--- config.mk ---
export PLATFORM = sky130hd
export DESIGN_NAME = hdma_arbiter
export DESIGN_NICKNAME = d
export VERILOG_FILES = /design/src/hdma_pkg.sv /design/src/hdma_arbiter.sv
export VERILOG_INCLUDE_DIRS = /design/src
export SDC_FILE = /design/constraint.sdc
export NUM_CORES = 1
export LEC_CHECK = 0
export ABC_AREA = 1
export BUFFER_PORTS_ARGS = -buffer_cell sky130_fd_sc_hd__buf_4
export CORE_MARGIN = 5
export CORE_UTILIZATION = 45
export CTS_BUF_LIST = sky130_fd_sc_hd__clkbuf_4
export DETAILED_ROUTE_END_ITERATION = 8
export PLACE_DENSITY_LB_ADDON = 0.1
export SYNTH_ARGS = -nofsm -noshare
export SYNTH_HDL_FRONTEND = slang
export SYNTH_SLANG_ARGS = --single-unit
--- constraint.sdc ---
create_clock -name hclk -period 2.7 [get_ports hclk]
set_clock_uncertainty 0.15 [all_clocks]
set_input_delay 0.135 -clock hclk [delete_from_list [all_inputs] [get_ports hclk]]
set_output_delay 0.135 -clock hclk [all_outputs]
set_load 0.05 [all_outputs]
--- src/hdma_defines.svh ---
// Offsets, field positions, reset values and timing counts of the arbiter.
`ifndef HDMA_DEFINES_SVH
`define HDMA_DEFINES_SVH

`define HDMA_OFF_HOST_CTRL      8'h00
`define HDMA_OFF_PROC_CTRL      8'h04
`define HDMA_OFF_PROC_ARB       8'h08
`define HDMA_OFF_PROC_MODE      8'h0c
`define HDMA_OFF_MOR_PROC       8'h10
`define HDMA_OFF_MOR_HOST       8'h14
`define HDMA_OFF_VERT_CTRL      8'h18
`define HDMA_OFF_STATUS         8'h1c

`define HDMA_BIT_WINDOW_SEL     6
`define HDMA_BIT_HOST_GRANT     4
`define HDMA_BIT_SPACE_SEL      15
`define HDMA_BIT_PROC_CLAIM     4
`define HDMA_BIT_BYTE_MODE      0
`define HDMA_BIT_VREF_EN        0
`define HDMA_BIT_ST_HOLD        0
`define HDMA_BIT_ST_GRANT       1
`define HDMA_BIT_ST_VIDEO       2
`define HDMA_BIT_ST_OVERDUE     3

`define HDMA_RST_REG16          16'h0000
`define HDMA_RST_WORD           32'h0000_0000
`define HDMA_ONCHIP_LIMIT       16'h0400
`define HDMA_CLK_MHZ            25
`define HDMA_ROW_PERIOD_NS      15625
`define HDMA_ROW_CYCLES         ((`HDMA_ROW_PERIOD_NS * `HDMA_CLK_MHZ) / 1000)
`define HDMA_DSP_CYCLE_NS       160
`define HDMA_DSP_WAIT_STATES    1
`define HDMA_HBLANK_REFRESH     5

`endif

--- src/hdma_pkg.sv ---
// Types shared by the host and processor memory arbiter.
package hdma_pkg;

    typedef enum logic [2:0] {
        HDMA_PM_IDLE  = 3'b001,
        HDMA_PM_WAIT  = 3'b010,
        HDMA_PM_OPEN  = 3'b100
    } hdma_pm_e;

    typedef enum logic [2:0] {
        HDMA_OWN_DSP  = 3'b001,
        HDMA_OWN_HOST = 3'b010,
        HDMA_OWN_SEQ  = 3'b100
    } hdma_owner_e;

endpackage

--- src/hdma_arbiter.sv ---
// Program memory and image memory arbiter between host, processor and timing sequencer.
//
// Summary of operation
// - Host control bit 6 low selects program memory, high selects image memory.
// - Hold request goes out only during a host program memory cycle.
// - Host program memory cycle is stretched with wait states until hold grant is seen.
// - Host path reaches program memory only under grant; hold drops at cycle end.
// - Memory space select bit 15 picks image memory, else sequencer memory.
// - Lowest 1K of processor data space reaches image memory only with offset.
// - Sequencer memory is reached at a 32K base, seen there as address zero.
// - One image memory owner at a time; video hands it to the sequencer.
// - Host owns image memory only with grant bit set and claim bit clear.
// - No signal tells the host that the processor holds image memory.
// - One DRAM row must be refreshed every 15.625 microseconds.
// - Image memory is 32 bits; reads fetch all, writes touch selected lanes.
// - Sequencer loads five refresh cycles at each horizontal blanking start and issues them during the blanking while video is active.
// - Host image memory accesses take no host wait states.
// - Address bits 15:14 add to the offset register; only the owner writes it.
// - Host refresh reaches DRAM only with vertical refresh enable set.
// - Byte mode returns read data on the low byte, upper byte zero.
// - Each processor image memory cycle has exactly one wait state.
`timescale 1ns/100ps
`default_nettype none
`include "hdma_defines.svh"

module hdma_arbiter import hdma_pkg::*; #(
    parameter int ADDR_W = 16,
    parameter int DATA_W = 16,
    parameter int MOR_W  = 16
) (
    // Clock and reset.
    input  wire logic                  hclk,
    input  wire logic                  hresetn,
    // Register bus.
    input  wire logic                  hsel,
    input  wire logic [31:0]           haddr,
    input  wire logic [1:0]            htrans,
    input  wire logic                  hwrite,
    input  wire logic [2:0]            hsize,
    input  wire logic [31:0]           hwdata,
    input  wire logic                  hready,
    output logic                       hreadyout,
    output logic                       hresp,
    output logic [31:0]                hrdata,
    // Host memory window.
    input  wire logic                  host_cyc,
    input  wire logic                  host_wr,
    input  wire logic [ADDR_W-1:0]     host_addr,
    input  wire logic [DATA_W-1:0]     host_wdata,
    input  wire logic                  host_byte,
    input  wire logic                  host_refresh,
    output logic                       host_ready,
    output logic [DATA_W-1:0]          host_rdata,
    // Processor bus.
    output logic                       hold_req,
    input  wire logic                  bus_hold_grant,
    input  wire logic                  dsp_cyc,
    input  wire logic                  dsp_wr,
    input  wire logic [ADDR_W-1:0]     dsp_addr,
    input  wire logic [DATA_W-1:0]     dsp_wdata,
    output logic                       dsp_ready,
    output logic [DATA_W-1:0]          dsp_rdata,
    // Program memory.
    output logic                       pm_en,
    output logic                       pm_we,
    output logic [ADDR_W-2:0]          pm_addr,
    output logic [DATA_W-1:0]          pm_wdata,
    input  wire logic [DATA_W-1:0]     pm_rdata,
    // Timing sequencer memory.
    output logic                       seq_mem_en,
    output logic                       seq_mem_we,
    output logic [ADDR_W-2:0]          seq_mem_addr,
    output logic [DATA_W-1:0]          seq_mem_wdata,
    input  wire logic [DATA_W-1:0]     seq_mem_rdata,
    // Video timing.
    input  wire logic                  video_active,
    input  wire logic                  hblank,
    output logic                       seq_owns_im,
    // Image memory.
    output logic                       im_cyc,
    output logic                       im_we,
    output logic [3:0]                 im_be,
    output logic [MOR_W+ADDR_W-3:0]    im_addr,
    output logic [31:0]                im_wdata,
    output logic                       im_refresh,
    input  wire logic [31:0]           im_rdata
);

    localparam int IM_AW = MOR_W + ADDR_W - 2;

    // Lane enables for an access of one byte or one half word.
    function automatic logic [3:0] lanes(input logic [1:0] a, input logic byte_mode);
        logic [3:0] l;
        l = 4'h0;
        if (byte_mode) begin
            l[a] = 1'b1;
        end else begin
            l = a[1] ? 4'hc : 4'h3;
        end
        return l;
    endfunction

    // Read data picked out of a 32-bit word, zero above a byte.
    function automatic logic [15:0] pick(input logic [31:0] w, input logic [1:0] a,
                                         input logic byte_mode);
        logic [15:0] h;
        h = a[1] ? w[31:16] : w[15:0];
        return byte_mode ? {8'h00, (a[0] ? h[15:8] : h[7:0])} : h;
    endfunction

    logic [15:0]     host_control_reg_one;
    logic [15:0]     processor_control_reg_one;
    logic [15:0]     processor_arbitration_reg;
    logic [15:0]     processor_access_mode_reg;
    logic [MOR_W-1:0] memory_offset_register;
    logic [15:0]     vertical_control_register;
    logic            refresh_overdue;
    logic            ph_wr;
    logic [7:0]      ph_addr;
    hdma_pm_e        pm_state;
    hdma_pm_e        next_pm_state;
    logic [8:0]      row_cnt;
    logic [2:0]      burst_cnt;
    logic            hblank_d;
    logic            dsp_wait;

    // Bus decode.
    wire         bus_take   = hsel & htrans[1] & hready;
    wire [7:0]   rd_off     = haddr[7:0];
    wire         wr_host    = ph_wr & (ph_addr == `HDMA_OFF_HOST_CTRL);
    wire         wr_pctl    = ph_wr & (ph_addr == `HDMA_OFF_PROC_CTRL);
    wire         wr_parb    = ph_wr & (ph_addr == `HDMA_OFF_PROC_ARB);
    wire         wr_mode    = ph_wr & (ph_addr == `HDMA_OFF_PROC_MODE);
    wire         wr_mor_p   = ph_wr & (ph_addr == `HDMA_OFF_MOR_PROC);
    wire         wr_mor_h   = ph_wr & (ph_addr == `HDMA_OFF_MOR_HOST);
    wire         wr_vctl    = ph_wr & (ph_addr == `HDMA_OFF_VERT_CTRL);
    wire         wr_stat    = ph_wr & (ph_addr == `HDMA_OFF_STATUS);

    wire         host_sel_pm  = ~host_control_reg_one[`HDMA_BIT_WINDOW_SEL];
    wire         host_sel_im  = host_control_reg_one[`HDMA_BIT_WINDOW_SEL];

    wire         host_grant   = host_control_reg_one[`HDMA_BIT_HOST_GRANT] &
                                ~processor_arbitration_reg[`HDMA_BIT_PROC_CLAIM];
    hdma_owner_e owner;
    assign owner = video_active ? HDMA_OWN_SEQ :
                   (host_grant ? HDMA_OWN_HOST : HDMA_OWN_DSP);
    wire         own_host     = (owner == HDMA_OWN_HOST);
    wire         own_dsp      = (owner == HDMA_OWN_DSP);
    assign seq_owns_im = (owner == HDMA_OWN_SEQ);

    wire         dsp_space_im = processor_control_reg_one[`HDMA_BIT_SPACE_SEL];
    wire         byte_mode    = processor_access_mode_reg[`HDMA_BIT_BYTE_MODE];
    wire         dsp_onchip   = (dsp_addr < `HDMA_ONCHIP_LIMIT) &&
                                (memory_offset_register == '0);
    wire         dsp_im_cyc   = dsp_cyc & dsp_space_im & own_dsp & ~dsp_onchip;
    wire         dsp_seq_cyc  = dsp_cyc & ~dsp_space_im;
    wire         host_pm_cyc  = host_cyc & host_sel_pm;
    wire         host_im_cyc  = host_cyc & host_sel_im & own_host;

    wire [ADDR_W-1:0]  im_src    = own_host ? host_addr : dsp_addr;
    wire [MOR_W-1:0]   win_sum   = memory_offset_register +
                                   {{(MOR_W-2){1'b0}}, im_src[ADDR_W-1:ADDR_W-2]};
    wire [IM_AW-1:0]   next_im_a = {win_sum, im_src[ADDR_W-3:0]};

    wire         acc_byte  = own_host ? host_byte : byte_mode;
    wire [3:0]   next_be   = lanes(im_src[1:0], acc_byte);
    wire [15:0]  acc_wdata = own_host ? host_wdata : dsp_wdata;

    wire         row_tick  = (row_cnt == 9'(`HDMA_ROW_CYCLES - 1));
    wire         seq_ref   = seq_owns_im & hblank & (burst_cnt != 3'h0);
    wire         host_ref  = host_refresh & own_host &
                             vertical_control_register[`HDMA_BIT_VREF_EN];
    wire         next_ref  = seq_ref | host_ref;
    wire         im_go     = (host_im_cyc | (dsp_im_cyc & ~dsp_wait)) & ~next_ref;

    // Register read mux.
    // no owner flag
    wire [15:0]  status = {12'h000, refresh_overdue, video_active,
                           bus_hold_grant, hold_req};
    wire [31:0]  rd_word =
        (rd_off == `HDMA_OFF_HOST_CTRL) ? {16'h0000, host_control_reg_one} :
        (rd_off == `HDMA_OFF_PROC_CTRL) ? {16'h0000, processor_control_reg_one} :
        (rd_off == `HDMA_OFF_PROC_ARB)  ? {16'h0000, processor_arbitration_reg} :
        (rd_off == `HDMA_OFF_PROC_MODE) ? {16'h0000, processor_access_mode_reg} :
        ((rd_off == `HDMA_OFF_MOR_PROC) || (rd_off == `HDMA_OFF_MOR_HOST)) ?
                                          32'(memory_offset_register) :
        (rd_off == `HDMA_OFF_VERT_CTRL) ? {16'h0000, vertical_control_register} :
        (rd_off == `HDMA_OFF_STATUS)    ? {16'h0000, status} : `HDMA_RST_WORD;

    assign hreadyout = 1'b1;
    assign hresp     = 1'b0;

    // Bus slave phases and read data.
    always_ff @(posedge hclk or negedge hresetn) begin
        if (!hresetn) begin
            ph_wr   <= 1'b0;
            ph_addr <= 8'h00;
            hrdata  <= `HDMA_RST_WORD;
        end else begin
            ph_wr <= bus_take & hwrite;
            if (bus_take) begin
                ph_addr <= haddr[7:0];
                hrdata  <= hwrite ? `HDMA_RST_WORD : rd_word;
            end
        end
    end

    // Control registers.
    always_ff @(posedge hclk or negedge hresetn) begin
        if (!hresetn) begin
            host_control_reg_one      <= `HDMA_RST_REG16;
            processor_control_reg_one <= `HDMA_RST_REG16;
            processor_arbitration_reg <= `HDMA_RST_REG16;
            processor_access_mode_reg <= `HDMA_RST_REG16;
            vertical_control_register <= `HDMA_RST_REG16;
            memory_offset_register    <= '0;
        end else begin
            if (wr_host) host_control_reg_one <= hwdata[15:0];
            if (wr_pctl) processor_control_reg_one <= hwdata[15:0];
            if (wr_parb) processor_arbitration_reg <= hwdata[15:0];
            if (wr_mode) processor_access_mode_reg <= hwdata[15:0];
            if (wr_vctl) vertical_control_register <= hwdata[15:0];
            if ((wr_mor_p && own_dsp) || (wr_mor_h && own_host)) begin
                memory_offset_register <= hwdata[MOR_W-1:0];
            end
        end
    end

    // Program memory hold sequence.
    always_comb begin
        next_pm_state = pm_state;
        unique case (pm_state)
            HDMA_PM_IDLE: if (host_pm_cyc) next_pm_state = HDMA_PM_WAIT;
            HDMA_PM_WAIT: begin
                if (!host_pm_cyc) next_pm_state = HDMA_PM_IDLE;
                else if (bus_hold_grant) next_pm_state = HDMA_PM_OPEN;
            end
            HDMA_PM_OPEN: if (!host_pm_cyc) next_pm_state = HDMA_PM_IDLE;
            default: next_pm_state = HDMA_PM_IDLE;
        endcase
    end

    always_ff @(posedge hclk or negedge hresetn) begin
        if (!hresetn) pm_state <= HDMA_PM_IDLE;
        else pm_state <= next_pm_state;
    end

    assign hold_req   = host_pm_cyc & (pm_state != HDMA_PM_IDLE);
    wire   pm_path    = hold_req & bus_hold_grant;
    assign host_ready = ~host_pm_cyc | pm_path;

    assign seq_mem_en    = dsp_seq_cyc;
    assign seq_mem_we    = dsp_seq_cyc & dsp_wr;
    assign seq_mem_addr  = dsp_addr[ADDR_W-2:0];
    assign seq_mem_wdata = dsp_wdata;

    wire dsp_slow = dsp_im_cyc;
    assign dsp_ready = ~dsp_cyc | ~dsp_slow | (dsp_wait == 1'(`HDMA_DSP_WAIT_STATES));

    always_ff @(posedge hclk or negedge hresetn) begin
        if (!hresetn) dsp_wait <= 1'b0;
        else dsp_wait <= dsp_slow & ~dsp_wait;
    end

    // Program memory and data return.
    always_ff @(posedge hclk or negedge hresetn) begin
        if (!hresetn) begin
            pm_en      <= 1'b0;
            pm_we      <= 1'b0;
            pm_addr    <= '0;
            pm_wdata   <= '0;
            host_rdata <= '0;
            dsp_rdata  <= '0;
        end else begin
            pm_en <= pm_path;
            pm_we <= pm_path & host_wr;
            if (pm_path) begin
                pm_addr  <= host_addr[ADDR_W-2:0];
                pm_wdata <= host_wdata;
            end
            if (host_pm_cyc && pm_path) host_rdata <= pm_rdata;
            if (host_im_cyc) host_rdata <= pick(im_rdata, host_addr[1:0], host_byte);
            if (dsp_im_cyc && dsp_wait) dsp_rdata <= pick(im_rdata, dsp_addr[1:0], byte_mode);
            if (dsp_seq_cyc) dsp_rdata <= seq_mem_rdata;
        end
    end

    // Image memory cycle outputs.
    always_ff @(posedge hclk or negedge hresetn) begin
        if (!hresetn) begin
            im_cyc     <= 1'b0;
            im_we      <= 1'b0;
            im_be      <= 4'h0;
            im_addr    <= '0;
            im_wdata   <= `HDMA_RST_WORD;
            im_refresh <= 1'b0;
        end else begin
            im_cyc     <= im_go;
            im_refresh <= next_ref;
            im_we      <= im_go & (own_host ? host_wr : dsp_wr);
            if (im_go) begin
                im_be    <= next_be;
                im_addr  <= next_im_a;
                im_wdata <= {acc_wdata, acc_wdata};
                if (acc_byte) im_wdata <= {4{acc_wdata[7:0]}};
            end
        end
    end

    always_ff @(posedge hclk or negedge hresetn) begin
        if (!hresetn) begin
            hblank_d  <= 1'b0;
            burst_cnt <= 3'h0;
        end else begin
            hblank_d <= hblank;
            if (hblank && !hblank_d) burst_cnt <= 3'(`HDMA_HBLANK_REFRESH);
            else if (seq_ref) burst_cnt <= burst_cnt - 3'h1;
        end
    end

    always_ff @(posedge hclk or negedge hresetn) begin
        if (!hresetn) begin
            row_cnt         <= 9'h000;
            refresh_overdue <= 1'b0;
        end else begin
            row_cnt <= (row_tick || next_ref || (im_go && own_dsp)) ? 9'h000 : row_cnt + 9'h001;
            if (row_tick) refresh_overdue <= 1'b1;
            else if (wr_stat && hwdata[`HDMA_BIT_ST_OVERDUE]) refresh_overdue <= 1'b0;
        end
    end


endmodule
`default_nettype wire

Word level (Yosys, flattened, before mapping)
Index checks and enable logic that the tools add are counted.
{"block": "totals", "register_bits": 289, "in_bits": 211, "out_inout_bits": 205}
{"block": "op_classes", "addsub": 3, "magnitude_cmp": 3, "n_eq_ne": 25, "muxes": 39, "bitwise_logic": 44, "reduce_logical": 23}
{"op": "$mux 16", "n": 17}
{"op": "$eq 8x5->1 const B", "n": 8}
{"op": "$eq 8x4->1 const B", "n": 4}
{"op": "$mux 32", "n": 1}
{"op": "$and 1x1->1", "n": 30}
{"op": "$mux 3", "n": 7}
{"op": "$add 16x2->16", "n": 1}
{"op": "$eq 8x3->1 const B", "n": 2}
{"op": "$logic_not 16->1", "n": 1}
{"op": "$logic_not 8->1", "n": 2}
{"op": "$lt 16x11->1 const B", "n": 1}
{"op": "$mux 8", "n": 2}
{"op": "$mux 4", "n": 3}
{"op": "$add 9x1->9 const B", "n": 1}
{"op": "$eq 9x9->1 const B", "n": 1}
{"op": "$logic_and 1x1->1", "n": 9}
{"op": "$mux 9", "n": 1}
{"op": "$not 1->1", "n": 9}
{"op": "$pmux 3 s3", "n": 1}
{"op": "$reduce_bool 2->1", "n": 4}
{"op": "$eq 3x1->1 const B", "n": 2}
{"op": "$eq 3x2->1 const B", "n": 2}
{"op": "$eq 3x3->1 const B", "n": 2}
{"op": "$mux 1", "n": 5}
{"op": "other kinds (13)", "n": 21}

Longest topological paths before layout
Gate-level depths: netlist of run 1.
{"block": "depth", "ltp_word": 13, "mapped_depth": 15}

Least setup slack after synthesis of run 1
No wires, ideal clock.
{"block": "synth_path", "path_type": "register -> register", "start": "register processor_arbitration_reg[4]", "end": "register im_addr[26]", "setup_time_ps": 118, "t_arrival_ps": 2183, "required_ps": 2432, "path_slack_ps": 249, "stages_incl_launch_ff": 15, "period_less_slack_ps": 2451, "path_cell_list": "dfrtp_1 inv_1 nand3_2 buf_2 clkbuf_1 o21ai_0 ha_1 fa_1 nand3_1 nor2_1 nand3_1 nor2_1 xor2_1 nand3_1 nand2_1"}
{"block": "synth_between", "elab_chain_cells": 10, "elab_cells_between_ends": 21, "classes_between": "add/sub: 1; eq/ne: 3; mux: 3; bitwise: 14"}
{"element": "from (decl)", "line_no": "hdma_arbiter.sv:113", "source": "logic [15:0] processor_arbitration_reg;"}
{"element": "from (signal assigned)", "line_no": "hdma_arbiter.sv:213", "source": "processor_arbitration_reg <= `HDMA_RST_REG16;"}
{"element": "from (signal assigned)", "line_no": "hdma_arbiter.sv:220", "source": "if (wr_parb) processor_arbitration_reg <= hwdata[15:0];"}
{"element": "$not 1->1 (*)", "line_no": "hdma_arbiter.sv:143", "source": "~processor_arbitration_reg[`HDMA_BIT_PROC_CLAIM];"}
{"element": "$and 1x1->1 (*)", "line_no": "hdma_arbiter.sv:142", "source": "wire host_grant = host_control_reg_one[`HDMA_BIT_HOST_GRANT] &"}
{"element": "$mux 2 (*)", "line_no": "hdma_arbiter.sv:146", "source": "(host_grant ? HDMA_OWN_HOST : HDMA_OWN_DSP);"}
{"element": "$mux 3 (*)", "line_no": "hdma_arbiter.sv:145", "source": "assign owner = video_active ? HDMA_OWN_SEQ :"}
{"element": "branches (longest 6 deep; another with $add 16x2->16)"}
{"element": "to (signal assigned)", "line_no": "hdma_arbiter.sv:303", "source": "im_addr <= next_im_a;"}
{"element": "to (decl)", "line_no": "hdma_arbiter.sv:83", "source": "output logic [MOR_W+ADDR_W-3:0] im_addr,"}
Mark *: on every way between the ends.
A chain may end at the register's enable or synchronous reset.

Worst setup path after layout of run 1
{"block": "layout_path", "start": "register processor_arbitration_reg[4]", "end": "register host_rdata[1]"}
{"block": "layout_between", "elab_chain_cells": 7, "elab_cells_between_ends": 8, "classes_between": "eq/ne: 1; mux: 3; bitwise: 3; reduce/logical: 1"}
{"element": "$not 1->1 (*)", "line_no": "hdma_arbiter.sv:143"}
{"element": "$and 1x1->1 (*)", "line_no": "hdma_arbiter.sv:142"}
{"element": "$mux 2 (*)", "line_no": "hdma_arbiter.sv:146"}
{"element": "$mux 3 (*)", "line_no": "hdma_arbiter.sv:145"}
{"element": "$eq 3x2->1 (*)", "line_no": "hdma_arbiter.sv:147", "source": "wire own_host = (owner == HDMA_OWN_HOST);"}
{"element": "$and 1x1->1 (*)", "line_no": "hdma_arbiter.sv:158", "source": "wire host_im_cyc = host_cyc & host_sel_im & own_host;"}
{"element": "$mux 16 or $reduce_bool 2->1 (tied branches)"}
{"element": "to (signal assigned)", "line_no": "hdma_arbiter.sv:281", "source": "if (host_pm_cyc && pm_path) host_rdata <= pm_rdata;"}
{"element": "to (signal assigned)", "line_no": "hdma_arbiter.sv:282", "source": "if (host_im_cyc) host_rdata <= pick(im_rdata, host_addr[1:0], host_byte);"}
{"element": "to (decl)", "line_no": "hdma_arbiter.sv:53", "source": "output logic [DATA_W-1:0] host_rdata,"}
Mark *: on every way between the ends. The rest lies on a longest branch, timed or not.

==> metrics.yaml, run 1 <==
status: "finished, final reports clean"
grt_max_degree: 84
grt_pass1_wl_um: 72900
powerDensity_nw_per_um2: 882
via_per_inst: 5.05
rsz0062_at_grt: "yes"
numCtsBuffers: 72
avgSynthCellArea_um2: 7.80
io_pins: 416
criticalPathCategory: "reg -> reg"
p_int_mw: 9.31
final_common_cell: "nand2_1"
fill_cells: 2434
die_height_um: 180
drv_slew: 0
p_sw_share_pct: 44.2
start_kind: "register"
dpl.hpwl_um: 31700
clkTransAtPathRegs_ps: 70
ys_ff_latch: 257
cts.sinks: 257
cts_tree: "done"
drt_iter0_markers: 1017
dp_cells: 2312
wl_per_cell_um: 17.4
worstPathMaxFanout: 21
timing.final.ws_setup_ps: 104
drt_wl_total_um: 46200
grt_overflow: 0
drcViolationCount: 0
syn_area_um2: 13100
rows: 62
yosys_warnings: 0
worstSetupEndpoint: "host_rdata[1]"
r2r-end: "host_rdata[1]"
final_nets: 2449
port_buffers: 353
reg2reg_from: "processor_arbitration_reg[4]"
fin_cells: 2664
initial_core_util_pct: 45.5
syn_inst: 1675
die_w_um: 180
cap_violations: 0
fin_util_pct: 65.9
timing.critical_path.from: "processor_arbitration_reg[4]"
slew_headroom_pct: 32.1
pre_cts_slack_ps: 256
hp-class: "in -> reg"
cp.arrival_ps: 3020
dieArea_um2: 32500
yosysSeqAreaShare_pct: 49.2
vias: 13500
largest_reg_flops: 30
grt_pass1_vias: 13400
worst_setup_path_end_kind: "register"
r2r_cells: 11
p_seq_share_pct: 33.3
rrSetupSlack_ps: 100
antenna_found_initial: 2
fin_crit_ps: 2600
gp_congestion: 0.900
h-tree-depth: 3
clockBufferDepth: 3
place_area_um2: 15600
finalCritPeriodShare_pct: 96.1
finalSetupViolCount: 0
whs_ps: 81.3
grt_use_total_pct: 27.6
combinationalPowerShare_pct: 44.2
ctsRootBufferMaster: "clkbuf_4"
fin_area_um2: 18900
finalPower_mw: 16.7
fin_setup_tns_ps: 0
most-common-layout-cells: "nand2_1, buf_4, dfrtp_1, dlygate4sd3_1, o21ai_0"
critPathRequiredTime_ps: 3120
clk_latency_ps: 670
regMostFlops: "im_addr"
p_switching_mw: 7.37
area_growth_pct: 44.7
layout-drive-gt1-share_pct: 23.7
core_um2: 28700
pwr-share-clk_pct: 22.5
ant_nets: 0
irDropWorstVdd_mv: 0.393
hold_viol: 0
tightest_slew_ps: 1010
firstDrtPassIters: 6
clock.fmax_ghz: 0.385
synth_cell_types: 50
p_leak_nw: 9.97
-- power groups by stage --
stage,clock (mW),sequential (mW),combinational (mW)
3_5_place_dp,0,5.59,6.76
3_3_place_gp,0,5.56,6.69
4_1_cts,3.84,5.53,7.30
6_report,3.76,5.55,7.37
5_1_grt,4.06,5.67,7.79
2_1_floorplan,0,7.96,2.18
-- Yosys cell counts (all sizes together) --
cell type,number,area share [%]
dfstp,1,0.20
o21bai,1,0.057
nand3b,6,0.44
ha,6,0.57
nand2,598,17
mux2i,7,0.54
conb,2,0.057
or2,5,0.24
o311ai,8,0.54
nor2,87,2.9
clkbuf,36,1.0
xor2,14,0.94
nor4,2,0.096
o31ai,1,0.057
dfrtp,256,49
o211ai,2,0.11
o22ai,2,0.096
nand3,140,5.6
o21ai,212,8.1
xnor2,3,0.20
nand4,9,0.43
nor3b,2,0.15
a31oi,2,0.21
nor3,13,0.58
buf,105,5.6
a21oi,19,0.76
inv,131,3.8
clkinv,4,0.11
fa,1,0.15
-- cell families (layout without fill, tap and decap cells) --
group,Yosys count,after routing,share of synthesized area (%)
simple gates,862,862,27.8
buf+inv,276,863,10.6
flops,257,257,49.2
compound gates,247,247,9.95
xor+xnor,17,17,1.14
fa+ha+maj,7,7,0.728
mux,7,7,0.536
other cells,2,20,0.0575
-- critical path, cell delays in order, from the launching register on --
cell	delay (ps)
dfrtp_1	410
inv_1	80
nand3_2	160
inv_4	160
nand3_2	150
buf_6	210
nand2_2	140
clkinvlp_4	170
buf_4	190
nand2_1	50
nand3_1	70
dlygate4sd3_1	560
-- routing by layer --
layer / wire (um) / vias up / track usage [%]
li1: - / 6432 / -
met1: 18400 / 6289 / 34.0
met2: 22300 / 604 / 46.2
met3: 3070 / 137 / 5.75
met4: 2480 / 0 / 14.2
met5: 0 / - / 0
-- worst min-delay path by stage --
stage                      start      endpoint  slack [ps]  cells past startpoint
global route        dsp_addr[15]   im_addr[16]         120                      7
CTS                 dsp_addr[15]   im_addr[16]          50                      7
detailed placement       hresetn   pm_wdata[3]         -50                      1
floorplan                hresetn  burst_cnt[0]        -310                      0
finish              dsp_addr[15]   im_addr[16]          80                      7
global placement         hresetn   pm_wdata[3]         -50                      1
-- repair_timing --
action | CTS | global route
hold buffers | 222 | 0
setup endpoints to repair | 1 | 22
hold endpoints to repair | 500 | 0
setup buffers | 0 | 6
cloned | 0 | 1
resized for setup | 1 | 11
-- final cells by class --
class	instances	area, um^2	share of cell area, %
Antenna cell	2	5.00	0.0265
Clock buffer	108	811	4.29
Clock inverter	13	134	0.708
Inverter	135	519	2.75
Multi-Input combinational cell	1158	5340	28.2
Sequential cell	257	6430	34.0
Tap cell	384	480	2.54
Timing Repair Buffer	606	5180	27.4
Timing Repair inverter	1	7.51	0.0397
(Power assumes the default switching activity.)
==> inputs of run 2 (changes only) <==
==> constraint.sdc (replaced) <==
create_clock -name hclk -period 2.9 [get_ports hclk]
set_clock_uncertainty 0.15 [all_clocks]
set_input_delay 0.145 -clock hclk [delete_from_list [all_inputs] [get_ports hclk]]
set_output_delay 0.145 -clock hclk [all_outputs]
set_load 0.05 [all_outputs]
==> metrics.yaml, run 2 (synthesis results as in run 1) <==
status: "finished, final reports clean"  # unchanged
gp_congestion: 0.917  # was 0.900
largest_reg_flops: 30  # unchanged
h-tree-depth: 3  # unchanged
ctsRootBufferMaster: "clkbuf_4"  # unchanged
most-common-layout-cells: "nand2_1, buf_4, dfrtp_1, dlygate4sd3_1, o21ai_0"  # unchanged
clockBufferDepth: 3  # unchanged
critPathRequiredTime_ps: 3300  # was 3120 ps
multiInputGateArea_um2: 5320  # was 5340 um^2
hold_viol: 0  # unchanged
met1_length_um: 18400  # about the same
initial_core_util_pct: 45.5  # unchanged
area_growth_pct: 43.4  # was 44.7%
finalCritPeriodShare_pct: 95.7  # was 96.1%
start_kind: "register"  # unchanged
cts.sinks: 257  # unchanged
tightest_slew_ps: 612  # was 1010 ps
cp.arrival_ps: 3170  # was 3020 ps
grt_use_total_pct: 27.2  # was 27.6%
grt_pass1_wl_um: 71700  # was 72900 um
clock.fmax_ghz: 0.360  # was 0.385 GHz
grt_overflow: 0  # unchanged
irDropWorstVdd_mv: 0.339  # was 0.393 mV
numCtsBuffers: 69  # was 72
worstPathMaxFanout: 27  # was 21
io_pins: 416  # unchanged
powerDensity_nw_per_um2: 821  # was 882 nW/um^2
firstDrtPassIters: 6  # unchanged
fin_setup_tns_ps: 0  # unchanged
timing.final.ws_setup_ps: 125  # was 104 ps
drv_slew: 0  # unchanged
vias: 13200  # was 13500
fin_crit_ps: 2770  # was 2600 ps
dr_wl_met3_um: 3100  # was 3070 um
top_layer: "met4"  # unchanged
cap_violations: 0  # unchanged
slowest_stage: "dlygate4sd3_1"  # unchanged
grt_max_degree: 67  # was 84
clkTransAtPathRegs_ps: 70  # about the same
layout-drive-gt1-share_pct: 23.3  # was 23.7%
grt_pass1_vias: 13000  # was 13400
port_buffers: 353  # unchanged
pre_cts_slack_ps: 432  # was 256 ps
cts_tree: "done"  # unchanged
rows: 62  # unchanged
die_w_um: 180  # unchanged
ff_latch_area_um2: 6430  # unchanged
wl_per_cell_um: 17.2  # was 17.4 um
finalSetupViolCount: 0  # unchanged
core_um2: 28700  # unchanged
via_per_inst: 5.00  # was 5.05
slowest_delay_ps: 580  # was 560 ps
hp-class: "in -> reg"  # unchanged
cp_cell_sequence: "inv_1 -> o21ai_0 -> nor2_1 -> nand3b_4 -> nand2_4 -> buf_4 -> nand3_1 -> dlygate4sd3_1 -> nand2_1"  # was inv_1 -> nand3_2 -> inv_4 -> nand3_2 -> buf_6 -> nand2_2 -> clkinvlp_4 -> buf_4 -> nand2_1 -> nand3_1 -> dlygate4sd3_1
regMostFlops: "im_addr"  # unchanged
drt_iter0_markers: 1027  # was 1017
antenna_found_initial: 2  # unchanged
die_height_um: 180  # unchanged
drcViolationCount: 0  # unchanged
worst_setup_path_end_kind: "register"  # unchanged
wl_met2_um: 21900  # was 22300 um
slew_headroom_pct: 59.2  # was 32.1%
ant_nets: 0  # unchanged
dpl.hpwl_um: 31400  # was 31700 um
criticalPathCategory: "reg -> reg"  # unchanged
final_nets: 2433  # was 2449
finalPower_mw: 15.4  # was 16.7 mW
drt_wl_total_um: 45500  # was 46200 um
final_common_cell: "nand2_1"  # unchanged
dieArea_um2: 32500  # unchanged
whs_ps: 58.0  # was 81.3 ps
clk_latency_ps: 690  # was 670 ps
fill_cells: 2515  # was 2434
p_leak_nw: 9.92  # was 9.97 nW
==> run 2: layer usage <==
metal  global-route usage [%]  vias up
met1                     34.3     6188
li1                         -     6381
met5                        0        -
met4                     12.1        0
met3                     5.83      124
met2                     45.4      521
==> run 2: worst max-delay path, delay by kind of cell (launching register included) <==
family	cells	cell delay, ps
buffers and inverters	3	1020
AND/OR/NAND/NOR	5	920
flip-flops	1	400
AO/OA/AOI/OAI	1	140
==> run 2: final timing paths <==
path | from | endpoint | slack (ps) | cells after the start
min in group asynchronous | hresetn | pm_state[0] | 510 | 3
max in group asynchronous | hresetn | im_wdata[24] | 1680 | 4
worst max-delay path | host_control_reg_one[4] | im_wdata[16] | 130 | 9
worst min-delay path | dsp_addr[15] | im_addr[16] | 60 | 7
worst max register to register | host_control_reg_one[4] | im_wdata[16] | 130 | 9
worst min register to register | im_addr[10] | im_addr[10] | 320 | 2
==> run 2: through the flow <==
| step | cell area, um^2 | utilization (%) | cells |
|---|---|---|---|
| 2_1_floorplan | 13100 | - | 1691 |
| 3_3_place_gp | 15700 | 54.5 | 2313 |
| 3_5_place_dp | 15700 | 54.5 | 2313 |
| 4_1_cts | 18700 | 65.1 | 2639 |
| 5_1_grt | 18700 | 65.3 | 2645 |
| 6_report | 18700 | 65.3 | 2645 |
==> run 2: area by class of cell <==
type	instances	area share, %
repair buffers	594	27.1
diodes	3	0.0401
multi-input cells	1158	28.4
inverters	135	2.77
well taps	384	2.56
clock buffers	103	4.13
flip-flops and latches	257	34.3
clock inverters	11	0.694
==> run 2: power by group <==
part	switching (mW)	internal, mW	total [mW]	leakage [nW]
Sequential	0.609	4.53	5.14	3.05
Clock	1.49	1.88	3.36	0.532
Combinational	4.67	2.22	6.88	6.34
Total	6.76	8.63	15.4	9.92
==> run 2: repair_timing <==
action	in CTS	in global routing
hold buffers	212	0
hold endpoints to repair	503	0
resized for setup	0	4
setup buffers	0	3
setup endpoints to repair	0	16
==> inputs of run 3 (changes only) <==
--- a/config.mk
+++ b/config.mk
@@ -12,7 +12,7 @@
 export CORE_UTILIZATION = 45
 export CTS_BUF_LIST = sky130_fd_sc_hd__clkbuf_4
 export DETAILED_ROUTE_END_ITERATION = 8
-export PLACE_DENSITY_LB_ADDON = 0.1
+export PLACE_DENSITY = 0.7
 export SYNTH_ARGS = -nofsm -noshare
 export SYNTH_HDL_FRONTEND = slang
 export SYNTH_SLANG_ARGS = --single-unit
==> metrics.yaml, run 3 (synthesis results as in run 1) <==
status: "finished, final reports clean"  # unchanged
die_w_um: 180  # unchanged
die_height_um: 180  # unchanged
slew_headroom_pct: 20.8  # was 59.2%
cts_tree: "done"  # unchanged
clk_latency_ps: 670  # was 690 ps
firstDrtPassIters: 6  # unchanged
clock.fmax_ghz: 0.350  # was 0.360 GHz
ff_latch_area_um2: 6430  # unchanged
tightest_slew_ps: 1180  # was 612 ps
slowest_delay_ps: 580  # about the same
fin_setup_tns_ps: 0  # unchanged
layout-drive-gt1-share_pct: 23.0  # was 23.3%
critPathRequiredTime_ps: 3290  # was 3300 ps
rows: 62  # unchanged
core_um2: 28700  # unchanged
grt_pass1_vias: 13700  # was 13000
holdCritStartpoint: "hready"  # was dsp_addr[15]
hp-class: "in -> reg"  # unchanged
fin_area_um2: 18700  # about the same
drt_wl_total_um: 48200  # was 45500 um
via_per_inst: 5.09  # was 5.00
cp_cell_sequence: "nor2_1 -> a21oi_4 -> nand2_2 -> clkinvlp_4 -> nand3_1 -> dlygate4sd3_1 -> nand3_1 -> dlygate4sd3_1"  # was inv_1 -> o21ai_0 -> nor2_1 -> nand3b_4 -> nand2_4 -> buf_4 -> nand3_1 -> dlygate4sd3_1 -> nand2_1
start_kind: "register"  # unchanged
port_buffers: 353  # unchanged
drcViolationCount: 0  # unchanged
cap_violations: 0  # unchanged
grt_max_degree: 91  # was 67
antenna_found_initial: 1  # was 2
multiInputGateArea_um2: 5330  # was 5320 um^2
finalCritPeriodShare_pct: 98.6  # was 95.7%
largest_reg_flops: 30  # unchanged
ctsRootBufferMaster: "clkbuf_4"  # unchanged
regMostFlops: "im_addr"  # unchanged
r2r-end: "host_rdata[6]"  # was im_wdata[16]
grt_use_total_pct: 28.9  # was 27.2%
criticalPathCategory: "reg -> reg"  # unchanged
dieArea_um2: 32500  # unchanged
clkTransAtPathRegs_ps: 70  # about the same
drt_iter0_markers: 1003  # was 1027
grt_overflow: 0  # unchanged
worst_setup_path_end_kind: "register"  # unchanged
reg2reg_from: "pm_state[1]"  # was host_control_reg_one[4]
hold_end: "hrdata[12]"  # was im_addr[16]
most-common-layout-cells: "nand2_1, buf_4, dfrtp_1, dlygate4sd3_1, o21ai_0"  # unchanged
fin_crit_ps: 2860  # was 2770 ps
r2r_cells: 8  # was 9
wl_per_cell_um: 18.2  # was 17.2 um
vias: 13500  # was 13200
p_leak_nw: 9.87  # was 9.92 nW
io_pins: 416  # unchanged
place_area_um2: 15600  # was 15700 um^2
fill_cells: 2411  # was 2515
ant_nets: 0  # unchanged
rrSetupSlack_ps: 40  # was 130 ps
cp.arrival_ps: 3240  # was 3170 ps
hold_viol: 0  # unchanged
h-tree-depth: 3  # unchanged
initial_core_util_pct: 45.5  # unchanged
slowest_stage: "dlygate4sd3_1"  # unchanged
numCtsBuffers: 72  # was 69
irDropWorstVdd_mv: 0.425  # was 0.339 mV
grt_pass1_wl_um: 75800  # was 71700 um
finalSetupViolCount: 0  # unchanged
hold-path-cell-count: 5  # was 7
drv_slew: 0  # unchanged
worstPathMaxFanout: 16  # was 27
clockBufferDepth: 3  # unchanged
fin_util_pct: 65.3  # about the same
powerDensity_nw_per_um2: 823  # was 821 nW/um^2
finalPower_mw: 15.4  # about the same
final_nets: 2440  # was 2433
cts.sinks: 257  # unchanged
final_common_cell: "nand2_1"  # unchanged
gp_congestion: 0.915  # was 0.917
area_growth_pct: 43.5  # was 43.4%
dpl.hpwl_um: 33100  # was 31400 um
run 3: changes by cell type in the layout (fill, tap and decap cells not counted), moves of 2 or more:
cell           before  now
clkinv_1            8   18
dlygate4sd3_1     211  218
buf_12              5    2
clkbuf_4          103  101
diode_2             3    1
inv_2               4    6
nand2_2             1    3
run 3: power by group:
| part | internal [mW] | leakage [nW] | switching [mW] |
|---|---|---|---|
| clock network | 1.87 | 0.539 | 1.56 |
| registers | 4.53 | 3.05 | 0.686 |
| logic | 2.11 | 6.28 | 4.69 |
| total | 8.51 | 9.87 | 6.93 |
run 3: routing by layer:
metal | vias up | global-route usage, % | part of all wire (%)
li1 | 6391 | - | -
met1 | 6345 | 35.2 | 39
met2 | 636 | 48.5 | 49
met3 | 146 | 5.97 | 6.7
met4 | 0 | 15.5 | 5.3
met5 | - | 0 | 0
run 3: worst max path at each step:
stage                               end                          from  cells after the start
after detailed placement    im_addr[26]  processor_arbitration_reg[4]                     12
final                     host_rdata[6]                   pm_state[1]                      8
after floorplan             im_addr[26]  processor_arbitration_reg[4]                     14
after CTS                 host_rdata[2]       host_control_reg_one[6]                      9
after global routing      host_rdata[6]                   pm_state[1]                      8
after global placement      im_addr[26]  processor_arbitration_reg[4]                     12
run 3: timing repair:
item | 4_1_cts | 5_1_grt
endpoints found under the setup margin | 0 | 16
resized for setup | 0 | 5
hold buffers | 218 | 0
endpoints found under the hold margin | 504 | 0
buffers inserted | 0 | 2
run 3: through the flow:
| step | setup WS [ps] | std cells | hold slack, ps |
|---|---|---|---|
| 5_1_grt | -14.9 | 2655 | 76.3 |
| 3_5_place_dp | 447 | 2312 | 59.0 |
| 6_report | 41.0 | 2655 | 81.2 |
| 3_3_place_gp | 464 | 2312 | 71.0 |
| 2_1_floorplan | 449 | 1691 | -301 |
| 4_1_cts | 27.2 | 2652 | 34.7 |
run 3: area by class of cell:
class	instances	share of cell area, %
well taps	384	2.56
clock buffers	101	4.04
flip-flops and latches	257	34.3
inverters	135	2.74
clock inverters	21	0.868
repair buffers	598	27.0
diodes	1	0.0133
multi-input cells	1158	28.4
run 3: worst max-delay path: cells and delay by family (launching register included):
family                 cells  cell delay, ps
buffers and inverters      3            1450
AND/OR/NAND/NOR            4             600
flip-flops                 1             400
AO/OA/AOI/OAI              1             130
